File: src/design/bpcr_pkg.sv
package bpcr_pkg;
  localparam logic [5:0] BPCR_CMD_DWORD = 6'h01;
  localparam logic [15:0] BPCR_CMD_RESET = 16'h0000;
  // Writable bits: 0,1,2,5,6 in byte 0; 8,9 in byte 1
  localparam logic [15:0] BPCR_CMD_WMASK = 16'h0367;
  localparam int BPCR_BIT_IO = 0;
  localparam int BPCR_BIT_MEM = 1;
  localparam int BPCR_BIT_MST = 2;
  localparam int BPCR_BIT_SPC = 3;
  localparam int BPCR_BIT_MWI = 4;
  localparam int BPCR_BIT_VGA = 5;
  localparam int BPCR_BIT_PER = 6;
  localparam int BPCR_BIT_SERR = 8;
  localparam int BPCR_BIT_FB2B = 9;
  localparam logic [9:0] BPCR_PAL_A = 10'h3C6;
  localparam logic [9:0] BPCR_PAL_B = 10'h3C8;
  localparam logic [9:0] BPCR_PAL_C = 10'h3C9;
endpackage

File: src/design/bpcr_sync.sv
// Two-flop synchroniser, one per bit
module bpcr_sync #(
  parameter int WIDTH = 1
) (
  input wire logic clk_in,
  input wire logic rst_n_in,
  input wire logic [WIDTH-1:0] d_in,
  output logic [WIDTH-1:0] q_out
);
  logic [WIDTH-1:0] meta_q;
  // First stage feeds only the second stage
  always_ff @(posedge clk_in or negedge rst_n_in) begin
    if (!rst_n_in) begin
      meta_q <= '0;
      q_out <= '0;
    end else begin
      meta_q <= d_in;
      q_out <= meta_q;
    end
  end
endmodule

File: src/design/bpcr_top.sv
// Primary command register with decode gating
module bpcr_top (
  input wire logic clk_in,
  input wire logic reset_n_in,
  input wire logic ce_in,
  input wire logic cfg_wr_in,
  input wire logic cfg_rd_in,
  input wire logic [5:0] cfg_dword_in,
  input wire logic [3:0] cfg_be_n_in,
  input wire logic [31:0] cfg_wdata_in,
  input wire logic io_req_in,
  input wire logic io_write_in,
  input wire logic io_in_range_in,
  input wire logic [31:0] io_addr_in,
  input wire logic mem_req_in,
  input wire logic mem_in_range_in,
  input wire logic sec_req_in,
  input wire logic sec_cfg_in,
  input wire logic spc_req_in,
  input wire logic mwi_fwd_in,
  input wire logic perr_det_in,
  input wire logic addr_perr_in,
  output logic [31:0] cfg_rdata_out,
  output logic cfg_ack_out,
  output logic io_claim_out,
  output logic vga_claim_out,
  output logic mem_claim_out,
  output logic sec_claim_out,
  output logic pri_init_en_out,
  output logic cfg_fwd_out,
  output logic spc_claim_out,
  output logic mwi_issue_out,
  output logic perr_drive_out,
  output logic dpr_set_out,
  output logic serr_ape_out,
  output logic [15:0] cmd_out
);
  logic rst_meta_q;
  logic rst_n_q;
  logic [15:0] cmd_q;
  logic [15:0] wr_d;
  logic [15:0] be_data;
  logic pal_hit;
  logic ce_s;

  // Reset released through two flops
  always_ff @(posedge clk_in or negedge reset_n_in) begin
    if (!reset_n_in) begin
      rst_meta_q <= 1'b0;
      rst_n_q <= 1'b0;
    end else begin
      rst_meta_q <= 1'b1;
      rst_n_q <= rst_meta_q;
    end
  end

  // Clock enable comes from a pin, so it is synchronised first
  bpcr_sync #(.WIDTH(1)) u_ce_sync (
    .clk_in(clk_in),
    .rst_n_in(rst_n_q),
    .d_in(ce_in),
    .q_out(ce_s)
  );

  // Byte-enable merge, one slice per byte lane of the command word
  for (genvar b = 0; b < 2; b++) begin : g_lane
    assign be_data[b*8 +: 8] = cfg_be_n_in[b] ? cmd_q[b*8 +: 8] :
                               cfg_wdata_in[b*8 +: 8];
  end
  // Read-only bits are forced back so a stray write cannot set them
  assign wr_d = (be_data & bpcr_pkg::BPCR_CMD_WMASK) |
           (bpcr_pkg::BPCR_CMD_RESET & ~bpcr_pkg::BPCR_CMD_WMASK);

  // Command register; software must load it after reset
  always_ff @(posedge clk_in or negedge rst_n_q) begin
    if (!rst_n_q) begin
      cmd_q <= bpcr_pkg::BPCR_CMD_RESET;
    end else if (ce_s) begin
      if (cfg_wr_in && cfg_dword_in == bpcr_pkg::BPCR_CMD_DWORD) begin
        cmd_q <= wr_d;
      end
    end
  end

  // Config read returns zero for everything but the command word
  always_ff @(posedge clk_in or negedge rst_n_q) begin
    if (!rst_n_q) begin
      cfg_rdata_out <= 32'h0000_0000;
      cfg_ack_out <= 1'b0;
    end else if (ce_s) begin
      cfg_ack_out <= cfg_rd_in | cfg_wr_in;
      if (cfg_rd_in && cfg_dword_in == bpcr_pkg::BPCR_CMD_DWORD) begin
        cfg_rdata_out <= {16'h0000, cmd_q};
      end else if (cfg_rd_in) begin
        cfg_rdata_out <= 32'h0000_0000;
      end
    end
  end

  // Palette: I/O write, low ten bits match, upper half zero
  assign pal_hit = io_req_in && io_write_in &&
    (io_addr_in[31:16] == 16'h0000) &&
    (io_addr_in[9:0] == bpcr_pkg::BPCR_PAL_A ||
     io_addr_in[9:0] == bpcr_pkg::BPCR_PAL_B ||
     io_addr_in[9:0] == bpcr_pkg::BPCR_PAL_C);

  // Claim decisions, registered so outputs come from flops
  always_ff @(posedge clk_in or negedge rst_n_q) begin
    if (!rst_n_q) begin
      io_claim_out <= 1'b0;
      vga_claim_out <= 1'b0;
      mem_claim_out <= 1'b0;
      sec_claim_out <= 1'b0;
      pri_init_en_out <= 1'b0;
      cfg_fwd_out <= 1'b0;
      spc_claim_out <= 1'b0;
      mwi_issue_out <= 1'b0;
    end else if (ce_s) begin
      io_claim_out <= io_req_in && io_in_range_in &&
                      cmd_q[bpcr_pkg::BPCR_BIT_IO];
      // Snoop path bypasses the range; snoop off leaves range only
      vga_claim_out <= pal_hit && cmd_q[bpcr_pkg::BPCR_BIT_VGA];
      mem_claim_out <= mem_req_in && mem_in_range_in &&
                       cmd_q[bpcr_pkg::BPCR_BIT_MEM];
      sec_claim_out <= sec_req_in && cmd_q[bpcr_pkg::BPCR_BIT_MST];
      pri_init_en_out <= cmd_q[bpcr_pkg::BPCR_BIT_MST];
      cfg_fwd_out <= sec_cfg_in;
      spc_claim_out <= spc_req_in && cmd_q[bpcr_pkg::BPCR_BIT_SPC];
      mwi_issue_out <= mwi_fwd_in && cmd_q[bpcr_pkg::BPCR_BIT_MST];
    end
  end

  // Parity reporting gated by the response bit
  always_ff @(posedge clk_in or negedge rst_n_q) begin
    if (!rst_n_q) begin
      perr_drive_out <= 1'b0;
      dpr_set_out <= 1'b0;
      serr_ape_out <= 1'b0;
      cmd_out <= bpcr_pkg::BPCR_CMD_RESET;
    end else if (ce_s) begin
      perr_drive_out <= perr_det_in && cmd_q[bpcr_pkg::BPCR_BIT_PER];
      dpr_set_out <= perr_det_in && pri_init_en_out &&
                     cmd_q[bpcr_pkg::BPCR_BIT_PER];
      serr_ape_out <= addr_perr_in && cmd_q[bpcr_pkg::BPCR_BIT_PER] &&
                      cmd_q[bpcr_pkg::BPCR_BIT_SERR];
      cmd_out <= cmd_q;
    end
  end

  // Disabled I/O bit never yields a claim one cycle later
  AST_IO_GATE: assert property (
    @(posedge clk_in) disable iff (!rst_n_q)
    ce_s && !cmd_q[bpcr_pkg::BPCR_BIT_IO] |=> !io_claim_out)
    else $error("io claim while disabled");
  // Enabled I/O bit claims an in-range cycle
  AST_IO_ON: assert property (
    @(posedge clk_in) disable iff (!rst_n_q)
    ce_s && io_req_in && io_in_range_in &&
    cmd_q[bpcr_pkg::BPCR_BIT_IO] |=> io_claim_out)
    else $error("io claim missing");
  // Enabled memory bit claims an in-range cycle
  AST_MEM_GATE: assert property (
    @(posedge clk_in) disable iff (!rst_n_q)
    ce_s && mem_req_in && mem_in_range_in &&
    cmd_q[bpcr_pkg::BPCR_BIT_MEM] |=> mem_claim_out)
    else $error("memory claim missing");
  // Disabled memory bit never claims
  AST_MEM_OFF: assert property (
    @(posedge clk_in) disable iff (!rst_n_q)
    ce_s && !cmd_q[bpcr_pkg::BPCR_BIT_MEM] |=> !mem_claim_out)
    else $error("memory claim while disabled");
  // Master off: no secondary response and no primary initiation
  AST_MST_OFF: assert property (
    @(posedge clk_in) disable iff (!rst_n_q)
    ce_s && !cmd_q[bpcr_pkg::BPCR_BIT_MST] |=> !sec_claim_out &&
    !pri_init_en_out)
    else $error("master activity while disabled");
  // Master on: secondary cycles are taken for upstream forwarding
  AST_MST_ON: assert property (
    @(posedge clk_in) disable iff (!rst_n_q)
    ce_s && sec_req_in && cmd_q[bpcr_pkg::BPCR_BIT_MST] |=> sec_claim_out)
    else $error("secondary claim missing");
  // Master on: primary initiation is allowed
  AST_INIT_ON: assert property (
    @(posedge clk_in) disable iff (!rst_n_q)
    ce_s && cmd_q[bpcr_pkg::BPCR_BIT_MST] |=> pri_init_en_out)
    else $error("primary initiation not enabled");
  // Configuration cycles are always forwarded
  AST_CFG_FWD: assert property (
    @(posedge clk_in) disable iff (!rst_n_q)
    ce_s && sec_cfg_in |=> cfg_fwd_out)
    else $error("config not forwarded");
  // Forwarding of configuration does not wait for master enable
  AST_CFG_IND: assert property (
    @(posedge clk_in) disable iff (!rst_n_q)
    ce_s && sec_cfg_in && !cmd_q[bpcr_pkg::BPCR_BIT_MST] |=> cfg_fwd_out)
    else $error("config blocked by master enable");
  // Special-cycle bit stays zero and nothing is claimed
  AST_RO_BITS: assert property (
    @(posedge clk_in) disable iff (!rst_n_q)
    cmd_q[bpcr_pkg::BPCR_BIT_SPC] == 1'b0 && !spc_claim_out)
    else $error("read-only bit set");
  // A special cycle on the bus is ignored
  AST_SPC_IGNORE: assert property (
    @(posedge clk_in) disable iff (!rst_n_q)
    ce_s && spc_req_in |=> !spc_claim_out)
    else $error("special cycle claimed");
  // Invalidate enable bit stays zero in the register and its copy
  AST_MWI_RO: assert property (
    @(posedge clk_in) disable iff (!rst_n_q)
    cmd_q[bpcr_pkg::BPCR_BIT_MWI] == 1'b0 && !cmd_out[bpcr_pkg::BPCR_BIT_MWI])
    else $error("invalidate enable set");
  // Invalidate is issued only on behalf of another master
  AST_MWI_ONLY: assert property (
    @(posedge clk_in) disable iff (!rst_n_q)
    ce_s && !mwi_fwd_in |=> !mwi_issue_out)
    else $error("invalidate issued on its own");
  // An I/O read is never a palette write
  AST_PAL_READ: assert property (
    @(posedge clk_in) disable iff (!rst_n_q)
    ce_s && !io_write_in |=> !vga_claim_out)
    else $error("palette claim on a read");
  // Palette decode needs the upper address half at zero
  AST_PAL_HIGH: assert property (
    @(posedge clk_in) disable iff (!rst_n_q)
    ce_s && io_addr_in[31:16] != 16'h0000 |=> !vga_claim_out)
    else $error("palette claim with upper address set");
  // Snoop on: palette writes claimed whatever the range says
  AST_VGA: assert property (
    @(posedge clk_in) disable iff (!rst_n_q)
    ce_s && pal_hit && cmd_q[bpcr_pkg::BPCR_BIT_VGA] |=> vga_claim_out)
    else $error("palette write not snooped");
  // Snoop off: no snoop claim at all
  AST_VGA_OFF: assert property (
    @(posedge clk_in) disable iff (!rst_n_q)
    ce_s && !cmd_q[bpcr_pkg::BPCR_BIT_VGA] |=> !vga_claim_out)
    else $error("palette snooped while disabled");
  // Snoop off: a palette write outside the range is left alone
  AST_VGA_OUT: assert property (
    @(posedge clk_in) disable iff (!rst_n_q)
    ce_s && pal_hit && !cmd_q[bpcr_pkg::BPCR_BIT_VGA] &&
    !io_in_range_in |=> !io_claim_out && !vga_claim_out)
    else $error("palette claimed outside range");
  // Parity response off silences every report
  AST_PERR: assert property (
    @(posedge clk_in) disable iff (!rst_n_q)
    ce_s && !cmd_q[bpcr_pkg::BPCR_BIT_PER] |=> !perr_drive_out &&
    !serr_ape_out && !dpr_set_out)
    else $error("parity reported while disabled");
  // Parity response on drives the error output
  AST_PERR_ON: assert property (
    @(posedge clk_in) disable iff (!rst_n_q)
    ce_s && perr_det_in && cmd_q[bpcr_pkg::BPCR_BIT_PER] |=> perr_drive_out)
    else $error("parity error not driven");
  // Address parity reaches the system error path when allowed
  AST_SERR_ON: assert property (
    @(posedge clk_in) disable iff (!rst_n_q)
    ce_s && addr_perr_in && cmd_q[bpcr_pkg::BPCR_BIT_PER] &&
    cmd_q[bpcr_pkg::BPCR_BIT_SERR] |=> serr_ape_out)
    else $error("address parity not signalled");
  // Data parity reported only while acting as primary master
  AST_DPR_ON: assert property (
    @(posedge clk_in) disable iff (!rst_n_q)
    ce_s && perr_det_in && pri_init_en_out &&
    cmd_q[bpcr_pkg::BPCR_BIT_PER] |=> dpr_set_out)
    else $error("data parity not reported");
  // Every accepted access is answered the next cycle
  AST_ACK: assert property (
    @(posedge clk_in) disable iff (!rst_n_q)
    ce_s && (cfg_rd_in || cfg_wr_in) |=> cfg_ack_out)
    else $error("config access not answered");
  // No answer follows an enabled cycle with no access
  AST_ACK_ONE: assert property (
    @(posedge clk_in) disable iff (!rst_n_q)
    ce_s && !cfg_rd_in && !cfg_wr_in |=> !cfg_ack_out)
    else $error("config answer without access");
  // Reading the command word returns the register
  AST_RD_CMD: assert property (
    @(posedge clk_in) disable iff (!rst_n_q)
    ce_s && cfg_rd_in && cfg_dword_in == bpcr_pkg::BPCR_CMD_DWORD |=>
    cfg_rdata_out == {16'h0000, $past(cmd_q)})
    else $error("command read data wrong");
  // Any other word of the space reads as zero
  AST_RD_RSVD: assert property (
    @(posedge clk_in) disable iff (!rst_n_q)
    ce_s && cfg_rd_in && cfg_dword_in != bpcr_pkg::BPCR_CMD_DWORD |=>
    cfg_rdata_out == 32'h0000_0000)
    else $error("reserved word not zero");
  // Reserved command bits never leave zero
  AST_RSVD_ZERO: assert property (
    @(posedge clk_in) disable iff (!rst_n_q)
    cmd_out[15:10] == 6'h00 && !cmd_out[7])
    else $error("reserved command bit set");
  // A write with both low lanes disabled changes nothing
  AST_BE_KEEP: assert property (
    @(posedge clk_in) disable iff (!rst_n_q)
    ce_s && cfg_wr_in && cfg_be_n_in[1:0] == 2'b11 |=>
    $stable(cmd_q))
    else $error("masked write changed register");
  // Low lane enabled: writable bits of byte 0 take the data
  AST_BE_LOW: assert property (
    @(posedge clk_in) disable iff (!rst_n_q)
    ce_s && cfg_wr_in && cfg_dword_in == bpcr_pkg::BPCR_CMD_DWORD &&
    !cfg_be_n_in[0] |=> cmd_q[7:0] ==
    ($past(cfg_wdata_in[7:0]) & 8'(bpcr_pkg::BPCR_CMD_WMASK)))
    else $error("low command byte not written");
  // Second lane enabled: writable bits of byte 1 take the data
  AST_BE_HIGH: assert property (
    @(posedge clk_in) disable iff (!rst_n_q)
    ce_s && cfg_wr_in && cfg_dword_in == bpcr_pkg::BPCR_CMD_DWORD &&
    !cfg_be_n_in[1] |=> cmd_q[15:8] ==
    ($past(cfg_wdata_in[15:8]) & 8'(bpcr_pkg::BPCR_CMD_WMASK >> 8)))
    else $error("high command byte not written");
  // Writes to any other word are dropped
  AST_OTHER_DW: assert property (
    @(posedge clk_in) disable iff (!rst_n_q)
    ce_s && cfg_wr_in && cfg_dword_in != bpcr_pkg::BPCR_CMD_DWORD |=>
    $stable(cmd_q))
    else $error("reserved write changed register");
  // Clock enable low freezes the register and the answer
  AST_FROZEN: assert property (
    @(posedge clk_in) disable iff (!rst_n_q)
    !ce_s |=> $stable(cmd_q) && $stable(cfg_ack_out))
    else $error("state moved while frozen");
endmodule

File: config.mk
export PLATFORM = sky130hd
export DESIGN_NAME = bpcr_top
export DESIGN_NICKNAME = d
export VERILOG_FILES = /design/src/design/bpcr_pkg.sv /design/src/design/bpcr_sync.sv /design/src/design/bpcr_top.sv
export SDC_FILE = /design/constraint.sdc
export NUM_CORES = 1
export LEC_CHECK = 0
export BUFFER_PORTS_ARGS = -buffer_cell sky130_fd_sc_hd__buf_2
export CAP_MARGIN = 20
export CORE_MARGIN = 4
export CORE_UTILIZATION = 40
export DETAILED_ROUTE_END_ITERATION = 16
export PLACE_DENSITY = 0.84
export SLEW_MARGIN = 20
export SYNTH_ARGS = -nofsm -noshare
export SYNTH_HDL_FRONTEND = slang
export SYNTH_SLANG_ARGS = --single-unit
File: constraint.sdc
create_clock -name clk_in -period 1.8 [get_ports clk_in]
set_input_delay 0.18 -clock clk_in [delete_from_list [all_inputs] [get_ports clk_in]]
set_output_delay 0.18 -clock clk_in [all_outputs]
set_load 0.01 [all_outputs]
==> reports/results.txt <==
Status: completed
Io pins: 150
Setup TNS: 0 ns
Root buffer cell: clkbuf_8
Largest cells by area after synthesis: dfrtp_1 51%, buf_4 16%, mux2_2 9.9%
Synth cell types: 24
Crit path time final: 1.44 ns
Cells after Synth: 159
Die area: 5360 µm²
Syn-to-layout area delta: 26.0%
Worst EP required: 1.97 ns
Final setup viols: 0
Port Buf Inserts: 80
Final Non-Filler Cells: 296
Clock-pin slew of the registers on the worst-case setup and hold paths: 0.07 ns
CTS Sinks: 35
Mapped Area: 1700 µm²
Final design utilization: 0.529
Worst hold path class: in2reg
Reg power frac: 0.528
Placed Cells: 287
WS Path Type: in2reg
Seq/Total Area, Yosys: 0.514
FF+latch count, synth: 35
Routed wire length: 3670 µm
Clock network fraction of design power: 0.353
Crit share post-route: 0.799
CP cell instances: buf_2, or4b_4, nor4_1, mux2_2
TritonCTS Buffers: 5
Max stage delay cell, worst path: or4b_4
Most frequent cells in the layout: 80 x buf_2, 36 x conb_1, 35 x dfrtp_1
CTS tree: yes
Comb power frac: 0.120
Mean post-synth cell area: 10.7 µm²
Top delay family on crit path: simple AND/OR/NAND/NOR gates
CTS Buffer Depth: 2
Smallest hold slack: 0.130 ns
Core box area: 4060 µm²
Max stage delay on crit path: 0.55 ns
Fin. Hold Viols: 0
RSZ-0062 raised after global routing: false
Routed Antenna Nets: 0
Gpl congestion: 0.661
Commonest non-fill, non-tap cell in the layout: buf_2
Initial core utilization: 0.420
Max Slew Vio Count: 0
Largest net degree at the start of global routing: 26
# diodes: 0
WL per Instance: 12.4 µm
Crit path launch type: input port
Post-DR vias/cell: 4.34
Total congestion overflow: 0
Synth warn: 0
Depth of the CTS H-tree: 2
Post-CTS setup buffer count: 0
Starting DRT DRC Count: 20
Final Skew: 0.00434 ns
Synth top area share: 0.514
Die height: 73.2 µm
DRC errors left: 0
Final #Nets: 336
Buf/Inv on CP: 1
Die Width: 73.2 µm
Drt pass-1 iters: 4
Vias in the first global route: 1296
# rows: 23
Routed vias: 1285
Leak: 1.17 nW
Post-DP HPWL: 3050 µm
Worst-path maximum fanout: 3
CP arrival: 1.60 ns
GRT Total Usage: 0.139
VDD IR max: 0.507 mV
PwrDens: 737 nW/µm²
Worst setup EP type: flip-flop
Synth area leader: dfrtp_1
Switching power: 384 µW
Total power: 1.58 mW
Max Cap Viol: 0
Sw Share: 0.243
First-pass GRT wire length: 5800 µm
Initial antenna violation count: 0
Int Pwr: 1.20 mW
Fraction of layout cells with a size suffix above 1: 0.443
Worst-skew pair later-pin latency: 0.28 ns
Fmax: 695 MHz
==> registers in the layout (all words and copies together), names as in the netlist <==
register and flops:
perr_drive_out 1, io_claim_out 1, mwi_issue_out 1, rst_n_q 1, rst_meta_q 1, cfg_ack_out 1
cfg_rdata_out 7, cmd_q 7, cmd_out 7, mem_claim_out 1, dpr_set_out 1, vga_claim_out 1
serr_ape_out 1, cfg_fwd_out 1, u_ce_sync.q_out 1, u_ce_sync.meta_q 1, sec_claim_out 1
==> metrics by stage <==
stage	setup slack, ns	area, µm²
6_report	0.362	2150
5_1_grt	0.248	2150
4_1_cts	0.368	2150
3_5_place_dp	0.0628	2040
3_3_place_gp	0.0747	2040
2_1_floorplan	0.241	1830
==> cells in the mapped netlist <==
library cell   n
buf_4         36
dfrtp_1       35
nand2_1       16
mux2_2        15
o21ai_0       14
inv_1          7
nand4_1        6
nor2_1         5
clkbuf_1       4
nand3_1        3
nor4_1         3
and4b_1        2
conb_1         2
a21oi_1        1
and2_1         1
nand2b_1       1
nor3b_1        1
nor4_4         1
nor4bb_1       1
o41ai_1        1
or2_0          1
or2_2          1
or4_1          1
or4b_4         1
==> cells by family after synthesis <==
kind of cell	after synthesis	synth area share
AOI/OAI and AO/OA	16	0.0492
buffers and inverters	47	0.183
DFF	35	0.514
muxes	15	0.0992
other	2	0.00441
and+or+nand+nor	44	0.150
==> worst reg2reg max path, cell delays in order, from the launching register on <==
cell	delay, ns
dfrtp_1	0.39
nand2_1	0.12
nor4_1	0.33
mux2_2	0.39
==> path summary, 6_finish.rpt <==
path                       cells after the start             to       startpoint  slack [ns]
max                                            4       cmd_q[9]  cfg_dword_in[3]        0.36
min                                            2       cmd_q[5]  cfg_wdata_in[5]        0.13
max reg2reg                                    3       cmd_q[9]  u_ce_sync.q_out        0.47
min reg2reg                                    0  sec_claim_out          rst_n_q        0.14
max in group asynchronous                      1  vga_claim_out          rst_n_q        1.02
min in group asynchronous                      0  sec_claim_out          rst_n_q        0.14
==> per-layer routing <==
| metal | vias up | wire length (µm) | track usage |
|---|---|---|---|
| met5 | - | 0 | 0 |
| met3 | 4 | 284 | 0.0303 |
| met4 | 0 | 31 | 0.0553 |
| met2 | 52 | 1940 | 0.238 |
| met1 | 590 | 1420 | 0.170 |
| li1 | 639 | - | - |
==> layout make-up <==
| type | instances | area, µm² |
|---|---|---|
| Sequential cell | 35 | 876 |
| Fill cell | 387 | 1910 |
| Timing Repair Buffer | 86 | 450 |
| Multi-Input combinational cell | 111 | 643 |
| Clock buffer | 6 | 82.6 |
| Tap cell | 50 | 62.6 |
| Inverter | 7 | 26.3 |
| Clock inverter | 1 | 5.00 |
==> what timing repair did <==
| item | in CTS | in global routing |
|---|---|---|
| endpoints found under the hold margin | 3 | 0 |
| hold buffers | 2 | 0 |
| gates resized for setup | 0 | 0 |
==> power by group through the flow <==
stage / logic (mW) / clock network, mW / registers, mW
finish: 0.189 / 0.558 / 0.835
global route: 0.212 / 0.613 / 0.839
CTS: 0.189 / 0.575 / 0.835
detailed placement: 0.186 / 0 / 0.850
global placement: 0.182 / 0 / 0.848
floorplan: 0.138 / 0 / 0.860
(Power assumes the default switching activity.)
